==> config.mk <==
export PLATFORM = sky130hd
export DESIGN_NAME = bsc_top
export DESIGN_NICKNAME = d
export VERILOG_FILES = /design/src/hw/bsc_top.v
export VERILOG_INCLUDE_DIRS = /design/src /design/src/inc
export SDC_FILE = /design/constraint.sdc
export NUM_CORES = 1
export LEC_CHECK = 0
export ABC_AREA = 1
export BUFFER_PORTS_ARGS = -buffer_cell sky130_fd_sc_hd__buf_2
export CORE_MARGIN = 5
export CORE_UTILIZATION = 43
export CTS_BUF_LIST = sky130_fd_sc_hd__clkbuf_4
export DETAILED_ROUTE_END_ITERATION = 10
export PLACE_DENSITY = 0.6
export SYNTH_ARGS = -nofsm -noshare
export SYNTH_HDL_FRONTEND = slang
export SYNTH_SLANG_ARGS = --single-unit
==> constraint.sdc <==
create_clock -name i_clk -period 1.75 [get_ports i_clk]
set_input_delay 0.0875 -clock i_clk [delete_from_list [all_inputs] [get_ports i_clk]]
set_output_delay 0.0875 -clock i_clk [all_outputs]
set_load 0.1 [all_outputs]
==> src/inc/bsc_regs.vh <==
// constants for the pin scan chain and its test access controller
// Notes on behaviour
// - five consecutive rising test clocks with mode-select high force reset.
// - mode-select held high keeps the controller in its reset state.
// - low-power stop only while the controller sits in its reset state.
// - controller keeps advancing on test clock while core clocks stop.
// - status is readable through the instruction path during stop mode.
// - cells 0 to 3 capture the four operating-mode pins.
// - data bus uses two-way cells; cell 13 enables upper, 26 lower.
// - cells 30 to 45 drive address bits 15 down to 0.
// - cells 46 to 50 drive chip-select, read, write, tracking, clock out.
// - cells 51 and 52 capture crystal clock and hardware reset.
// - from cell 53 each two-way pin has control then data cell.
// - instruction capture loads emulation status; 11 means debug entered.
// - sample captures pins at data capture without disturbing them.
`ifndef BSC_REGS_VH
`define BSC_REGS_VH

`define BSC_IR_W 4
`define BSC_IR_EXTEST 4'h0
`define BSC_IR_SAMPLE 4'h1
`define BSC_IR_IDCODE 4'h2
`define BSC_IR_CLAMP 4'h3
`define BSC_IR_HIZ 4'h4
`define BSC_IR_BYPASS 4'hf

`define BSC_MODE_CELL0 0
`define BSC_DHI_CTRL_CELL 13
`define BSC_DLO_CTRL_CELL 26
`define BSC_DATA_W 24
`define BSC_ADDR_CELL0 30
`define BSC_ADDR_W 16
`define BSC_STRB_CELL0 46
`define BSC_STRB_W 5
`define BSC_XTAL_CELL 51
`define BSC_HRST_CELL 52
`define BSC_HPIN_CELL0 53
`define BSC_HPIN_NUM 36

// strobe bit positions within the strobe group
`define BSC_STRB_MEMORY_CHIP_SELECT 0
`define BSC_STRB_READ 1
`define BSC_STRB_WRITE 2
`define BSC_STRB_ADDR_TRACKING_OUT 3
`define BSC_STRB_CLOCK_OUTPUT_PIN 4

`define BSC_CTRL_ACTIVE 1'b1
// arbitrary identity value, lsb must be one
`define BSC_ID_VALUE 32'h00000001

`endif

==> src/hw/bsc_top.v <==
// pin scan chain with test access controller sampled on the system clock
`timescale 1ns/1ps
`include "bsc_regs.vh"

module bsc_top #(
  parameter N_HPIN = `BSC_HPIN_NUM,
  parameter [0:0] CTRL_ACTIVE = `BSC_CTRL_ACTIVE,
  parameter [31:0] ID_VALUE = `BSC_ID_VALUE
) (
  // clock and reset
  input wire i_clk,
  input wire i_rst_b,
  // test port pins
  input wire i_tck,
  input wire i_tms,
  input wire i_tdi,
  input wire i_trst_b,
  output wire o_tdo,
  output wire o_tdo_oe,
  // pad inputs
  input wire [3:0] i_op_mode_pin,
  input wire [23:0] i_data_pad,
  input wire i_crystal_clock_in,
  input wire i_hw_reset_pad,
  input wire [N_HPIN-1:0] i_hpin_pad,
  // core side
  input wire [23:0] i_core_data,
  input wire i_core_data_oe_hi,
  input wire i_core_data_oe_lo,
  input wire [15:0] i_core_addr,
  input wire [4:0] i_core_strb,
  input wire [N_HPIN-1:0] i_core_hpin,
  input wire [N_HPIN-1:0] i_core_hpin_oe,
  input wire i_stop_req,
  input wire [1:0] i_emulation_status_bits,
  // pad drives
  output wire [23:0] o_data_pad,
  output wire o_data_oe_hi,
  output wire o_data_oe_lo,
  output wire [15:0] o_addr_pad,
  output wire o_addr_oe,
  output wire [4:0] o_strb_pad,
  output wire o_strb_oe,
  output wire [N_HPIN-1:0] o_hpin_pad,
  output wire [N_HPIN-1:0] o_hpin_oe,
  // system control
  output wire o_core_rst,
  output wire o_lowpower
);

  localparam CHAIN = `BSC_HPIN_CELL0 + 2 * N_HPIN;
  localparam PIN_W = 4 + 24 + 2 + N_HPIN;

  localparam [3:0] S_RESET = 4'h0;
  localparam [3:0] S_IDLE = 4'h1;
  localparam [3:0] S_SEL_DR = 4'h2;
  localparam [3:0] S_CAP_DR = 4'h3;
  localparam [3:0] S_SHF_DR = 4'h4;
  localparam [3:0] S_EX1_DR = 4'h5;
  localparam [3:0] S_PAU_DR = 4'h6;
  localparam [3:0] S_EX2_DR = 4'h7;
  localparam [3:0] S_UPD_DR = 4'h8;
  localparam [3:0] S_SEL_IR = 4'h9;
  localparam [3:0] S_CAP_IR = 4'ha;
  localparam [3:0] S_SHF_IR = 4'hb;
  localparam [3:0] S_EX1_IR = 4'hc;
  localparam [3:0] S_PAU_IR = 4'hd;
  localparam [3:0] S_EX2_IR = 4'he;
  localparam [3:0] S_UPD_IR = 4'hf;

  // data bit to cell, skipping the two enable cells
  function integer data_cell;
    input integer b;
    integer i;
    begin
      i = 23 - b;
      data_cell = i + 4 + ((i >= 9) ? 1 : 0) + ((i >= 21) ? 1 : 0);
    end
  endfunction

  // two-flop synchronisers for everything from the pins
  reg [3:0] jt_s1_q;
  reg [3:0] jt_s2_q;
  reg jt_tck_s3_q;
  reg [PIN_W-1:0] pin_s1_q;
  reg [PIN_W-1:0] pin_s2_q;

  always @(posedge i_clk or negedge i_rst_b) begin
    if (!i_rst_b) begin
      jt_s1_q <= 4'h0;
      jt_s2_q <= 4'h0;
      jt_tck_s3_q <= 1'b0;
      pin_s1_q <= {PIN_W{1'b0}};
      pin_s2_q <= {PIN_W{1'b0}};
    end else begin
      jt_s1_q <= {i_trst_b, i_tdi, i_tms, i_tck};
      jt_s2_q <= jt_s1_q;
      jt_tck_s3_q <= jt_s2_q[0];
      pin_s1_q <= {i_hpin_pad, i_hw_reset_pad, i_crystal_clock_in,
                   i_data_pad, i_op_mode_pin};
      pin_s2_q <= pin_s1_q;
    end
  end

  wire tck_s = jt_s2_q[0];
  wire tms_s = jt_s2_q[1];
  wire tdi_s = jt_s2_q[2];
  wire trst_b_s = jt_s2_q[3];
  wire tck_rise = tck_s & ~jt_tck_s3_q;
  wire tck_fall = ~tck_s & jt_tck_s3_q;

  reg [3:0] st_q;
  reg [3:0] st_d;
  reg [3:0] ir_sr_q;
  reg [3:0] ir_q;
  reg [CHAIN-1:0] bsr_sr_q;
  reg [CHAIN-1:0] bsr_upd_q;
  reg [31:0] id_sr_q;
  reg byp_q;
  reg tdo_q;
  reg tdo_oe_q;
  reg [CHAIN-1:0] cap;
  reg [23:0] data_pad_q;
  reg data_oe_hi_q;
  reg data_oe_lo_q;
  reg [15:0] addr_pad_q;
  reg pins_oe_q;
  reg [4:0] strb_pad_q;
  reg [N_HPIN-1:0] hpin_pad_q;
  reg [N_HPIN-1:0] hpin_oe_q;
  reg core_rst_q;
  reg lowpower_q;
  integer k;
  integer j;

  // mode-select high always walks toward reset within five edges
  always @* begin
    case (st_q)
      S_RESET: st_d = tms_s ? S_RESET : S_IDLE;
      S_IDLE: st_d = tms_s ? S_SEL_DR : S_IDLE;
      S_SEL_DR: st_d = tms_s ? S_SEL_IR : S_CAP_DR;
      S_CAP_DR: st_d = tms_s ? S_EX1_DR : S_SHF_DR;
      S_SHF_DR: st_d = tms_s ? S_EX1_DR : S_SHF_DR;
      S_EX1_DR: st_d = tms_s ? S_UPD_DR : S_PAU_DR;
      S_PAU_DR: st_d = tms_s ? S_EX2_DR : S_PAU_DR;
      S_EX2_DR: st_d = tms_s ? S_UPD_DR : S_SHF_DR;
      S_UPD_DR: st_d = tms_s ? S_SEL_DR : S_IDLE;
      S_SEL_IR: st_d = tms_s ? S_RESET : S_CAP_IR;
      S_CAP_IR: st_d = tms_s ? S_EX1_IR : S_SHF_IR;
      S_SHF_IR: st_d = tms_s ? S_EX1_IR : S_SHF_IR;
      S_EX1_IR: st_d = tms_s ? S_UPD_IR : S_PAU_IR;
      S_PAU_IR: st_d = tms_s ? S_EX2_IR : S_PAU_IR;
      S_EX2_IR: st_d = tms_s ? S_UPD_IR : S_SHF_IR;
      S_UPD_IR: st_d = tms_s ? S_SEL_DR : S_IDLE;
      default: st_d = S_RESET;
    endcase
  end

  wire sel_chain = (ir_q == `BSC_IR_EXTEST) || (ir_q == `BSC_IR_SAMPLE);
  wire sel_id = (ir_q == `BSC_IR_IDCODE);
  wire drive_test = (ir_q == `BSC_IR_EXTEST) || (ir_q == `BSC_IR_CLAMP);
  wire hiz = (ir_q == `BSC_IR_HIZ);
  wire dr_out = sel_chain ? bsr_sr_q[0] : (sel_id ? id_sr_q[0] : byp_q);

  // capture vector: what each pin shows now, outputs as driven
  always @* begin
    cap = {CHAIN{1'b0}};
    for (k = 0; k < 4; k = k + 1)
      cap[`BSC_MODE_CELL0 + k] = pin_s2_q[k];
    for (k = 0; k < 24; k = k + 1)
      cap[data_cell(k)] = pin_s2_q[4 + k];
    cap[`BSC_DHI_CTRL_CELL] = ~(data_oe_hi_q ^ CTRL_ACTIVE);
    cap[`BSC_DLO_CTRL_CELL] = ~(data_oe_lo_q ^ CTRL_ACTIVE);
    for (k = 0; k < 16; k = k + 1)
      cap[`BSC_ADDR_CELL0 + 15 - k] = addr_pad_q[k];
    for (k = 0; k < 5; k = k + 1)
      cap[`BSC_STRB_CELL0 + k] = strb_pad_q[k];
    cap[`BSC_XTAL_CELL] = pin_s2_q[28];
    cap[`BSC_HRST_CELL] = pin_s2_q[29];
    for (k = 0; k < N_HPIN; k = k + 1) begin
      cap[`BSC_HPIN_CELL0 + 2 * k] = ~(hpin_oe_q[k] ^ CTRL_ACTIVE);
      cap[`BSC_HPIN_CELL0 + 2 * k + 1] = pin_s2_q[30 + k];
    end
  end

  // controller runs on the free system clock, so stop mode never halts it
  always @(posedge i_clk or negedge i_rst_b) begin
    if (!i_rst_b) begin
      st_q <= S_RESET;
      ir_sr_q <= 4'h0;
      ir_q <= `BSC_IR_IDCODE;
      bsr_sr_q <= {CHAIN{1'b0}};
      bsr_upd_q <= {CHAIN{1'b0}};
      id_sr_q <= 32'h0;
      byp_q <= 1'b0;
      tdo_q <= 1'b0;
      tdo_oe_q <= 1'b0;
    end else if (!trst_b_s) begin
      st_q <= S_RESET;
      ir_q <= `BSC_IR_IDCODE;
      tdo_oe_q <= 1'b0;
    end else begin
      if (tck_rise) begin
        st_q <= st_d;
        case (st_q)
          S_CAP_IR: ir_sr_q <= {2'b00, i_emulation_status_bits};
          S_SHF_IR: ir_sr_q <= {tdi_s, ir_sr_q[3:1]};
          S_CAP_DR: begin
            if (sel_chain)
              bsr_sr_q <= cap;
            id_sr_q <= ID_VALUE;
            byp_q <= 1'b0;
          end
          S_SHF_DR: begin
            if (sel_chain)
              bsr_sr_q <= {tdi_s, bsr_sr_q[CHAIN-1:1]};
            if (sel_id)
              id_sr_q <= {tdi_s, id_sr_q[31:1]};
            byp_q <= tdi_s;
          end
          default: ;
        endcase
      end
      if (tck_fall) begin
        tdo_q <= (st_q == S_SHF_IR) ? ir_sr_q[0] : dr_out;
        tdo_oe_q <= (st_q == S_SHF_IR) || (st_q == S_SHF_DR);
        if (st_q == S_RESET)
          ir_q <= `BSC_IR_IDCODE;
        if (st_q == S_UPD_IR)
          ir_q <= ir_sr_q;
        // preload under sample too, pins untouched until external test or clamp
        if (st_q == S_UPD_DR && sel_chain)
          bsr_upd_q <= bsr_sr_q;
      end
    end
  end

  // pad drive: core, scan update cells, or everything off
  always @(posedge i_clk or negedge i_rst_b) begin
    if (!i_rst_b) begin
      data_pad_q <= 24'h0;
      data_oe_hi_q <= 1'b0;
      data_oe_lo_q <= 1'b0;
      addr_pad_q <= 16'h0;
      pins_oe_q <= 1'b0;
      strb_pad_q <= 5'h0;
      hpin_pad_q <= {N_HPIN{1'b0}};
      hpin_oe_q <= {N_HPIN{1'b0}};
      core_rst_q <= 1'b0;
      lowpower_q <= 1'b0;
    end else begin
      core_rst_q <= drive_test && (ir_q == `BSC_IR_CLAMP) || hiz;
      // leaving test-logic reset costs the low power, nothing else
      lowpower_q <= i_stop_req && (st_q == S_RESET);
      pins_oe_q <= ~hiz;
      if (drive_test) begin
        for (j = 0; j < 24; j = j + 1)
          data_pad_q[j] <= bsr_upd_q[data_cell(j)];
        data_oe_hi_q <= ~(bsr_upd_q[`BSC_DHI_CTRL_CELL] ^ CTRL_ACTIVE);
        data_oe_lo_q <= ~(bsr_upd_q[`BSC_DLO_CTRL_CELL] ^ CTRL_ACTIVE);
        for (j = 0; j < 16; j = j + 1)
          addr_pad_q[j] <= bsr_upd_q[`BSC_ADDR_CELL0 + 15 - j];
        for (j = 0; j < 5; j = j + 1)
          strb_pad_q[j] <= bsr_upd_q[`BSC_STRB_CELL0 + j];
        for (j = 0; j < N_HPIN; j = j + 1) begin
          hpin_oe_q[j] <= ~(bsr_upd_q[`BSC_HPIN_CELL0 + 2 * j] ^
                            CTRL_ACTIVE);
          hpin_pad_q[j] <= bsr_upd_q[`BSC_HPIN_CELL0 + 2 * j + 1];
        end
      end else begin
        data_pad_q <= i_core_data;
        // hi-z gated here so every pad enable leaves a flop directly
        data_oe_hi_q <= i_core_data_oe_hi & ~hiz;
        data_oe_lo_q <= i_core_data_oe_lo & ~hiz;
        addr_pad_q <= i_core_addr;
        strb_pad_q <= i_core_strb;
        hpin_pad_q <= i_core_hpin;
        hpin_oe_q <= i_core_hpin_oe & {N_HPIN{~hiz}};
      end
    end
  end

  assign o_tdo = tdo_q;
  assign o_tdo_oe = tdo_oe_q;
  assign o_data_pad = data_pad_q;
  assign o_data_oe_hi = data_oe_hi_q;
  assign o_data_oe_lo = data_oe_lo_q;
  assign o_addr_pad = addr_pad_q;
  assign o_addr_oe = pins_oe_q;
  assign o_strb_pad = strb_pad_q;
  assign o_strb_oe = pins_oe_q;
  assign o_hpin_pad = hpin_pad_q;
  assign o_hpin_oe = hpin_oe_q;
  assign o_core_rst = core_rst_q;
  assign o_lowpower = lowpower_q;

endmodule // bsc_top

Yosys cells after proc, flatten, opt, wreduce, memory -nomap -nowiden
Index checks and enable logic that the tools add are counted.
{"block": "op_classes", "order_cmp": 0, "mul": 0, "div": 0, "shift": 0, "n_bitwise": 8, "add_sub_neg": 0, "mux": 38, "reduce_logical": 21, "eq_ne": 25}
{"op": "2-to-1 mux 125 bit", "count": 2}
{"op": "case mux 125 bit (2 select lines)", "count": 1}
{"op": "2-to-1 mux 36 bit", "count": 2}
{"op": "case mux 32 bit (2 select lines)", "count": 1}
{"op": "case mux 4 bit (12 select lines)", "count": 1}
{"op": "2-to-1 mux 4 bit", "count": 10}
{"op": "AND 36 bit", "count": 1}
{"op": "equality test 4 bit (second input constant)", "count": 8}
{"op": "2-to-1 mux 32 bit", "count": 1}
{"op": "2-to-1 mux 24 bit", "count": 1}
{"op": "equality test 4 x 3 -> 1 bit (second input constant)", "count": 5}
{"op": "equality test 4 x 2 -> 1 bit (second input constant)", "count": 4}
{"op": "2-to-1 mux 16 bit", "count": 1}
{"op": "2-to-1 mux 1 bit", "count": 10}
{"op": "AND reduction 3 bit", "count": 3}
{"op": "equality test 4 x 1 -> 1 bit (second input constant)", "count": 2}
{"op": "zero test 4 bit", "count": 2}
{"op": "case mux 4 bit (2 select lines)", "count": 1}
{"op": "2-to-1 mux 2 bit", "count": 3}
{"op": "2-to-1 mux 3 bit", "count": 2}
{"op": "inequality test 2 bit (second input constant)", "count": 3}
{"op": "2-to-1 mux 5 bit", "count": 1}
{"op": "AND reduction 5 bit", "count": 1}
{"op": "AND 1 bit", "count": 4}
{"op": "11 further kinds", "count": 22}
{"block": "totals", "wordCells": 116, "ram_bits": 0, "register_bits": 560, "memories": 0, "latch_bits": 0, "rom_bits": 0, "input_bits": 194}

Depth between registers and ports, before layout
{"block": "logic_depth", "depth_word": 5, "ltp_mapped": 11, "ltp_nobuf": 9}

Worst setup path before layout
OpenSTA, ideal clock, no wires.
{"block": "synth_timing", "path_type": "register -> register", "startpoint": "reg ir_q[1]", "endpoint": "reg bsr_upd_q[102]", "required_ns": 1.616, "setup_ns": 0.134, "setup_slack_ns": 0.225, "stages_incl_launch_ff": 8, "path_buffers": 2, "arrival_time_ns": 1.392, "path_cell_list": "dfstp_2 > inv_1 > nand2_1 > inv_2 > nand4_1 > buf_2 > clkbuf_1 > o21ai_0"}
{"block": "synth_between", "elab_chain_len": 4, "elab_cells_between_ends": 5}
{"element": "start: declaration", "line_no": "bsc_top.v:115", "source": "reg [3:0] ir_q;"}
{"element": "start signal: assignment", "line_no": "bsc_top.v:191", "source": "ir_q <= `BSC_IR_IDCODE;"}
{"element": "start signal: assignment", "line_no": "bsc_top.v:200", "source": "ir_q <= `BSC_IR_IDCODE;"}
{"element": "start signal: assignment", "line_no": "bsc_top.v:228", "source": "ir_q <= `BSC_IR_IDCODE;"}
{"element": "equality test 4 x 1 -> 1 bit (no source line) or zero test 4 bit (tied branches)"}
{"element": "logical OR 1 bit *", "line_no": "bsc_top.v:159", "source": "wire sel_chain = (ir_q == `BSC_IR_EXTEST) || (ir_q == `BSC_IR_SAMPLE);"}
{"element": "logical AND 1 bit *", "line_no": "bsc_top.v:232", "source": "if (st_q == S_UPD_DR && sel_chain)"}
{"element": "AND reduction 3 bit (no source line) *"}
{"element": "end signal: assignment", "line_no": "bsc_top.v:193", "source": "bsr_upd_q <= {CHAIN{1'b0}};"}
{"element": "end signal: assignment", "line_no": "bsc_top.v:233", "source": "bsr_upd_q <= bsr_sr_q;"}
{"element": "end: declaration", "line_no": "bsc_top.v:117", "source": "reg [CHAIN-1:0] bsr_upd_q;"}
Mark *: on every way between the ends. The rest lies on a longest branch, timed or not.
A chain may end at the register's enable or synchronous reset.

Worst setup path after layout
{"block": "layout_timing", "startpoint": "reg st_q[1]", "endpoint": "reg bsr_sr_q[81]"}
{"block": "layout_between", "elab_chain_len": 3, "elab_cells_between_ends": 7}
{"element": "start: declaration", "line_no": "bsc_top.v:112", "source": "reg [3:0] st_q;"}
{"element": "start signal: assignment", "line_no": "bsc_top.v:204", "source": "st_q <= st_d;"}
{"element": "equality test 4 x 2 -> 1 bit or equality test 4 x 3 -> 1 bit (tied branches)", "line_no": "bsc_top.v:205", "source": "case (st_q)"}
{"element": "inequality test 2 bit (no source line) or nonzero test 2 bit (tied branches)"}
{"element": "AND reduction 5 bit (no source line)"}
{"element": "end signal: assignment", "line_no": "bsc_top.v:192", "source": "bsr_sr_q <= {CHAIN{1'b0}};"}
{"element": "end signal: assignment", "line_no": "bsc_top.v:210", "source": "bsr_sr_q <= cap;"}
{"element": "end signal: assignment", "line_no": "bsc_top.v:216", "source": "bsr_sr_q <= {tdi_s, bsr_sr_q[CHAIN-1:1]};"}
{"element": "end: declaration", "line_no": "bsc_top.v:116", "source": "reg [CHAIN-1:0] bsr_sr_q;"}
Several ways; a longest one is shown, not always the timed one.

==> impl_metrics.tcl <==
set metrics [dict create \
    timing.critical_path.fanout_max 83 \
    synth_top_family_by_area "simple AND/OR/NAND/NOR gates" \
    first_global_vias 19276 \
    synth.yosys.seq_area_share 0.674 \
    tritoncts_num_sinks 554 \
    yosys_warnings 0 \
    critical_path_launch_point_type "flop" \
    layout-area-overhead-vs-synth_pct 52.3 \
    cp.required_ns 2.62 \
    cts-htree-levels 4 \
    routed_wl_mm 64.2 \
    max_stage_delay_ns 0.44 \
    final-setup-viol-count 0 \
    outcome "completed" \
    synth_compound_gate_area_share 0.103 \
    1st_iter_drt_viols 1150 \
    grt_max_degree 84 \
    worst_slew_pin_tran_ns 0.554 \
    postSynthNetCount 2331 \
    netlist.top_cell.by_area "dfrtp_1" \
    power_density_mw_per_mm2 955 \
    critical_path.slowest_cell "dfrtp_2" \
    drtAntennaViolNets 0 \
    core_sq_mm 0.0475 \
    hold_viol 0 \
    grt_antenna_before_repair 5 \
    finClkSkew_ns 0.0364 \
    routed_len_inst_um 17.1 \
    crit_path_cell_trace "nor2_4 -> nand2_8 -> buf_4 -> buf_12 -> o21ai_0 -> nand2_1 -> o21ai_1" \
    synth_xor_xnor_area_share 0 \
    vias_per_cell 4.89 \
    top_level_ports 319 \
    critical_path.endpoint_type "flop" \
    rsz0062_at_grt "true" \
    multiplexer_share_of_the_synthesized_area 0 \
    detailedPlace.worstSlack_ns -0.00654 \
    routabilityCongestion 0.863 \
    finalCriticalPeriod_ns 1.69 \
    layout-drive-gt1-share 0.233 \
    ys_seq_elements 554 \
    top_cells_by_area_synth "dfrtp_1 67%, nand2_1 15%, o21ai_0 6.7%, o21ai_1 3.4%, inv_1 2.7%" \
    clock-root-buffer "clkbuf_4" \
    reported_leakage_power_nw 15.2 \
    achievable-frequency_mhz 592 \
    clockBufferDepth 3 \
    hpwl_mm 32.8 \
    timing_worst_setup_path_type "reg -> reg" \
    globalRouteTotalUtil 0.236 \
    number_of_buffers_created_by_cts 147 \
    adder_cell_share_of_the_synthesized_area 0 \
    first_pass_grt_wire_length_mm 98.8 \
    drv_slew 0 \
    floorplan.initialDensity 0.433 \
    dr.pass1.iters 6 \
    clock_insertion_delay_worst_skew_ns 0.95 \
    port-buffer-count 318 \
    setup-tns-final_ns 0 \
    cpLargestDelayFamily "flip-flops" \
    ir_worst_vdd_mv 0.564 \
    holdCritPathClass "in -> async" \
    yosys.area.top_type_share 0.673 \
    syn-mean-instance-area_sq_um 9.63 \
    die_y_um 229 \
    synth_simple_gate_area_share 0.168 \
    clkSlewWorstSetupHoldPaths_ns 0.08 \
    die_w_um 229 \
    cts_tree "done" \
    grt_overflow_total 0 \
    critical_path_buffers_and_inverters 2 \
    setup_ws_ns 0.0620 \
    route.vias.total 18324 \
    die_area_sq_mm 0.0523 \
    timing.max_slew.rel_slack 0.631 \
    synth.lib_cells_used.distinct 25 \
    num-fill-cells 3506 \
    crit_arrival_ns 2.56 \
    synth.cell_area_sq_mm 0.0206 \
    drc_errors 0 \
    nets 3219 \
    timing.final.crit_share 0.965 \
    placementRows 80 \
    max_cap_viol_count 0 \
    synthesis.instances 2137 \
]
## registers in the layout, summed over array words and instances, names as in the netlist, 5 cells and up
signal	count
o_hpin_pad	36
o_strb_pad	5
o_addr_pad	16
o_hpin_oe	36
pin_s1_q	66
o_data_pad	24
pin_s2_q	66
bsr_sr_q	125
id_sr_q	32
bsr_upd_q	119
## logic make-up after synthesis
family | Yosys count
flip-flops | 554
AND/OR/NAND/NOR | 895
AO/OA/AOI/OAI | 422
buffers and inverters | 266
## Yosys cell counts (all sizes together)
master  instances
nand4           2
nand2         849
a31oi           1
o22ai           1
dfstp           1
clkbuf         59
buf            56
o21ai         415
a21oi           5
and2            1
inv           151
nand3          20
dfrtp         553
nor2           23
## final timing paths
kind / start / endpoint / slack, ns / cells after the start
max: st_q[1]$_DFFE_PN0P_ / bsr_sr_q[81]$_DFFE_PN0P_ / 0.06 / 7
min: i_rst_b / pin_s1_q[24]$_DFF_PN0_ / 0.22 / 4
max reg2reg: st_q[1]$_DFFE_PN0P_ / bsr_sr_q[81]$_DFFE_PN0P_ / 0.06 / 7
min reg2reg: pin_s1_q[48]$_DFF_PN0_ / pin_s2_q[48]$_DFF_PN0_ / 0.34 / 0
max in group asynchronous: i_rst_b / o_hpin_oe[0]$_DFF_PN0_ / 0.67 / 6
min in group i_clk: i_data_pad[22] / pin_s1_q[26]$_DFF_PN0_ / 0.31 / 3
## per-stage QoR
stage                     total power [mW]   util  hold slack (ns)  cell area, sq um  cells
after floorplan                       15.8      -           -0.208             20600   2137
after global placement                16.9  0.492         -0.00916             23400   3041
after detailed placement              16.9  0.492          -0.0106             23400   3041
after CTS                             29.9  0.648           0.0979             30800   3715
after global routing                  31.3  0.659            0.162             31300   3744
final                                 29.9  0.659            0.219             31300   3744
## layout make-up
class                      instances  area [sq um]  area share
timing repair buffer             854          8620       0.275
tap                              615           769      0.0246
clock inverter                    36           270     0.00862
inverter                         151           584      0.0186
antenna                            5          12.5    0.000399
clock buffer                     212          1590      0.0508
sequential                       554         13900       0.443
multi-input combinational       1317          5610       0.179
## worst min-delay path: stages
cell and delay (ns):
dlygate4sd3_1 0.52, dlygate4sd3_1 0.58, buf_8 0.12, buf_12 0.23
## power breakdown
part / internal [mW] / leakage (nW) / total, mW / switching, mW
logic: 1.86 / 6.94 / 4.82 / 2.96
clock network: 6.25 / 1.10 / 11.6 / 5.33
registers: 13.2 / 7.19 / 13.5 / 0.297
total: 21.3 / 15.2 / 29.9 / 8.59
## placed cells by master (no fill, tap or decap), types with 2 or more instances in the layout
master and n:
a21oi_1 4, buf_12 97, buf_16 6, buf_2 192
buf_4 109, buf_6 46, buf_8 10, bufinv_16 5
clkbuf_16 8, clkbuf_4 212, clkinv_1 26, dfrtp_1 536
dfrtp_2 17, diode_2 5, dlygate4sd3_1 386, inv_1 146
inv_2 7, nand2_1 845, nand2_2 2, nand3_1 18
nand4_1 2, nor2_1 17, nor2_2 2, nor2_4 4
o21ai_0 271, o21ai_1 143
## repair_timing
| action | CTS | global route |
|---|---|---|
| pin swaps | 0 | 6 |
| hold buffers | 387 | 0 |
| setup endpoints to repair | 130 | 334 |
| hold endpoints to repair | 746 | 0 |
| setup buffers | 39 | 16 |
| gates cloned | 0 | 8 |
| resized for setup | 398 | 49 |
## metal layers
metal,vias up,routed length (um),track usage
met3,209,3290,0.0624
li1,8578,-,-
met4,0,3100,0.127
met5,-,0,0
met1,8894,25000,0.268
met2,643,32800,0.410
Power figures use the tool's default switching activity.
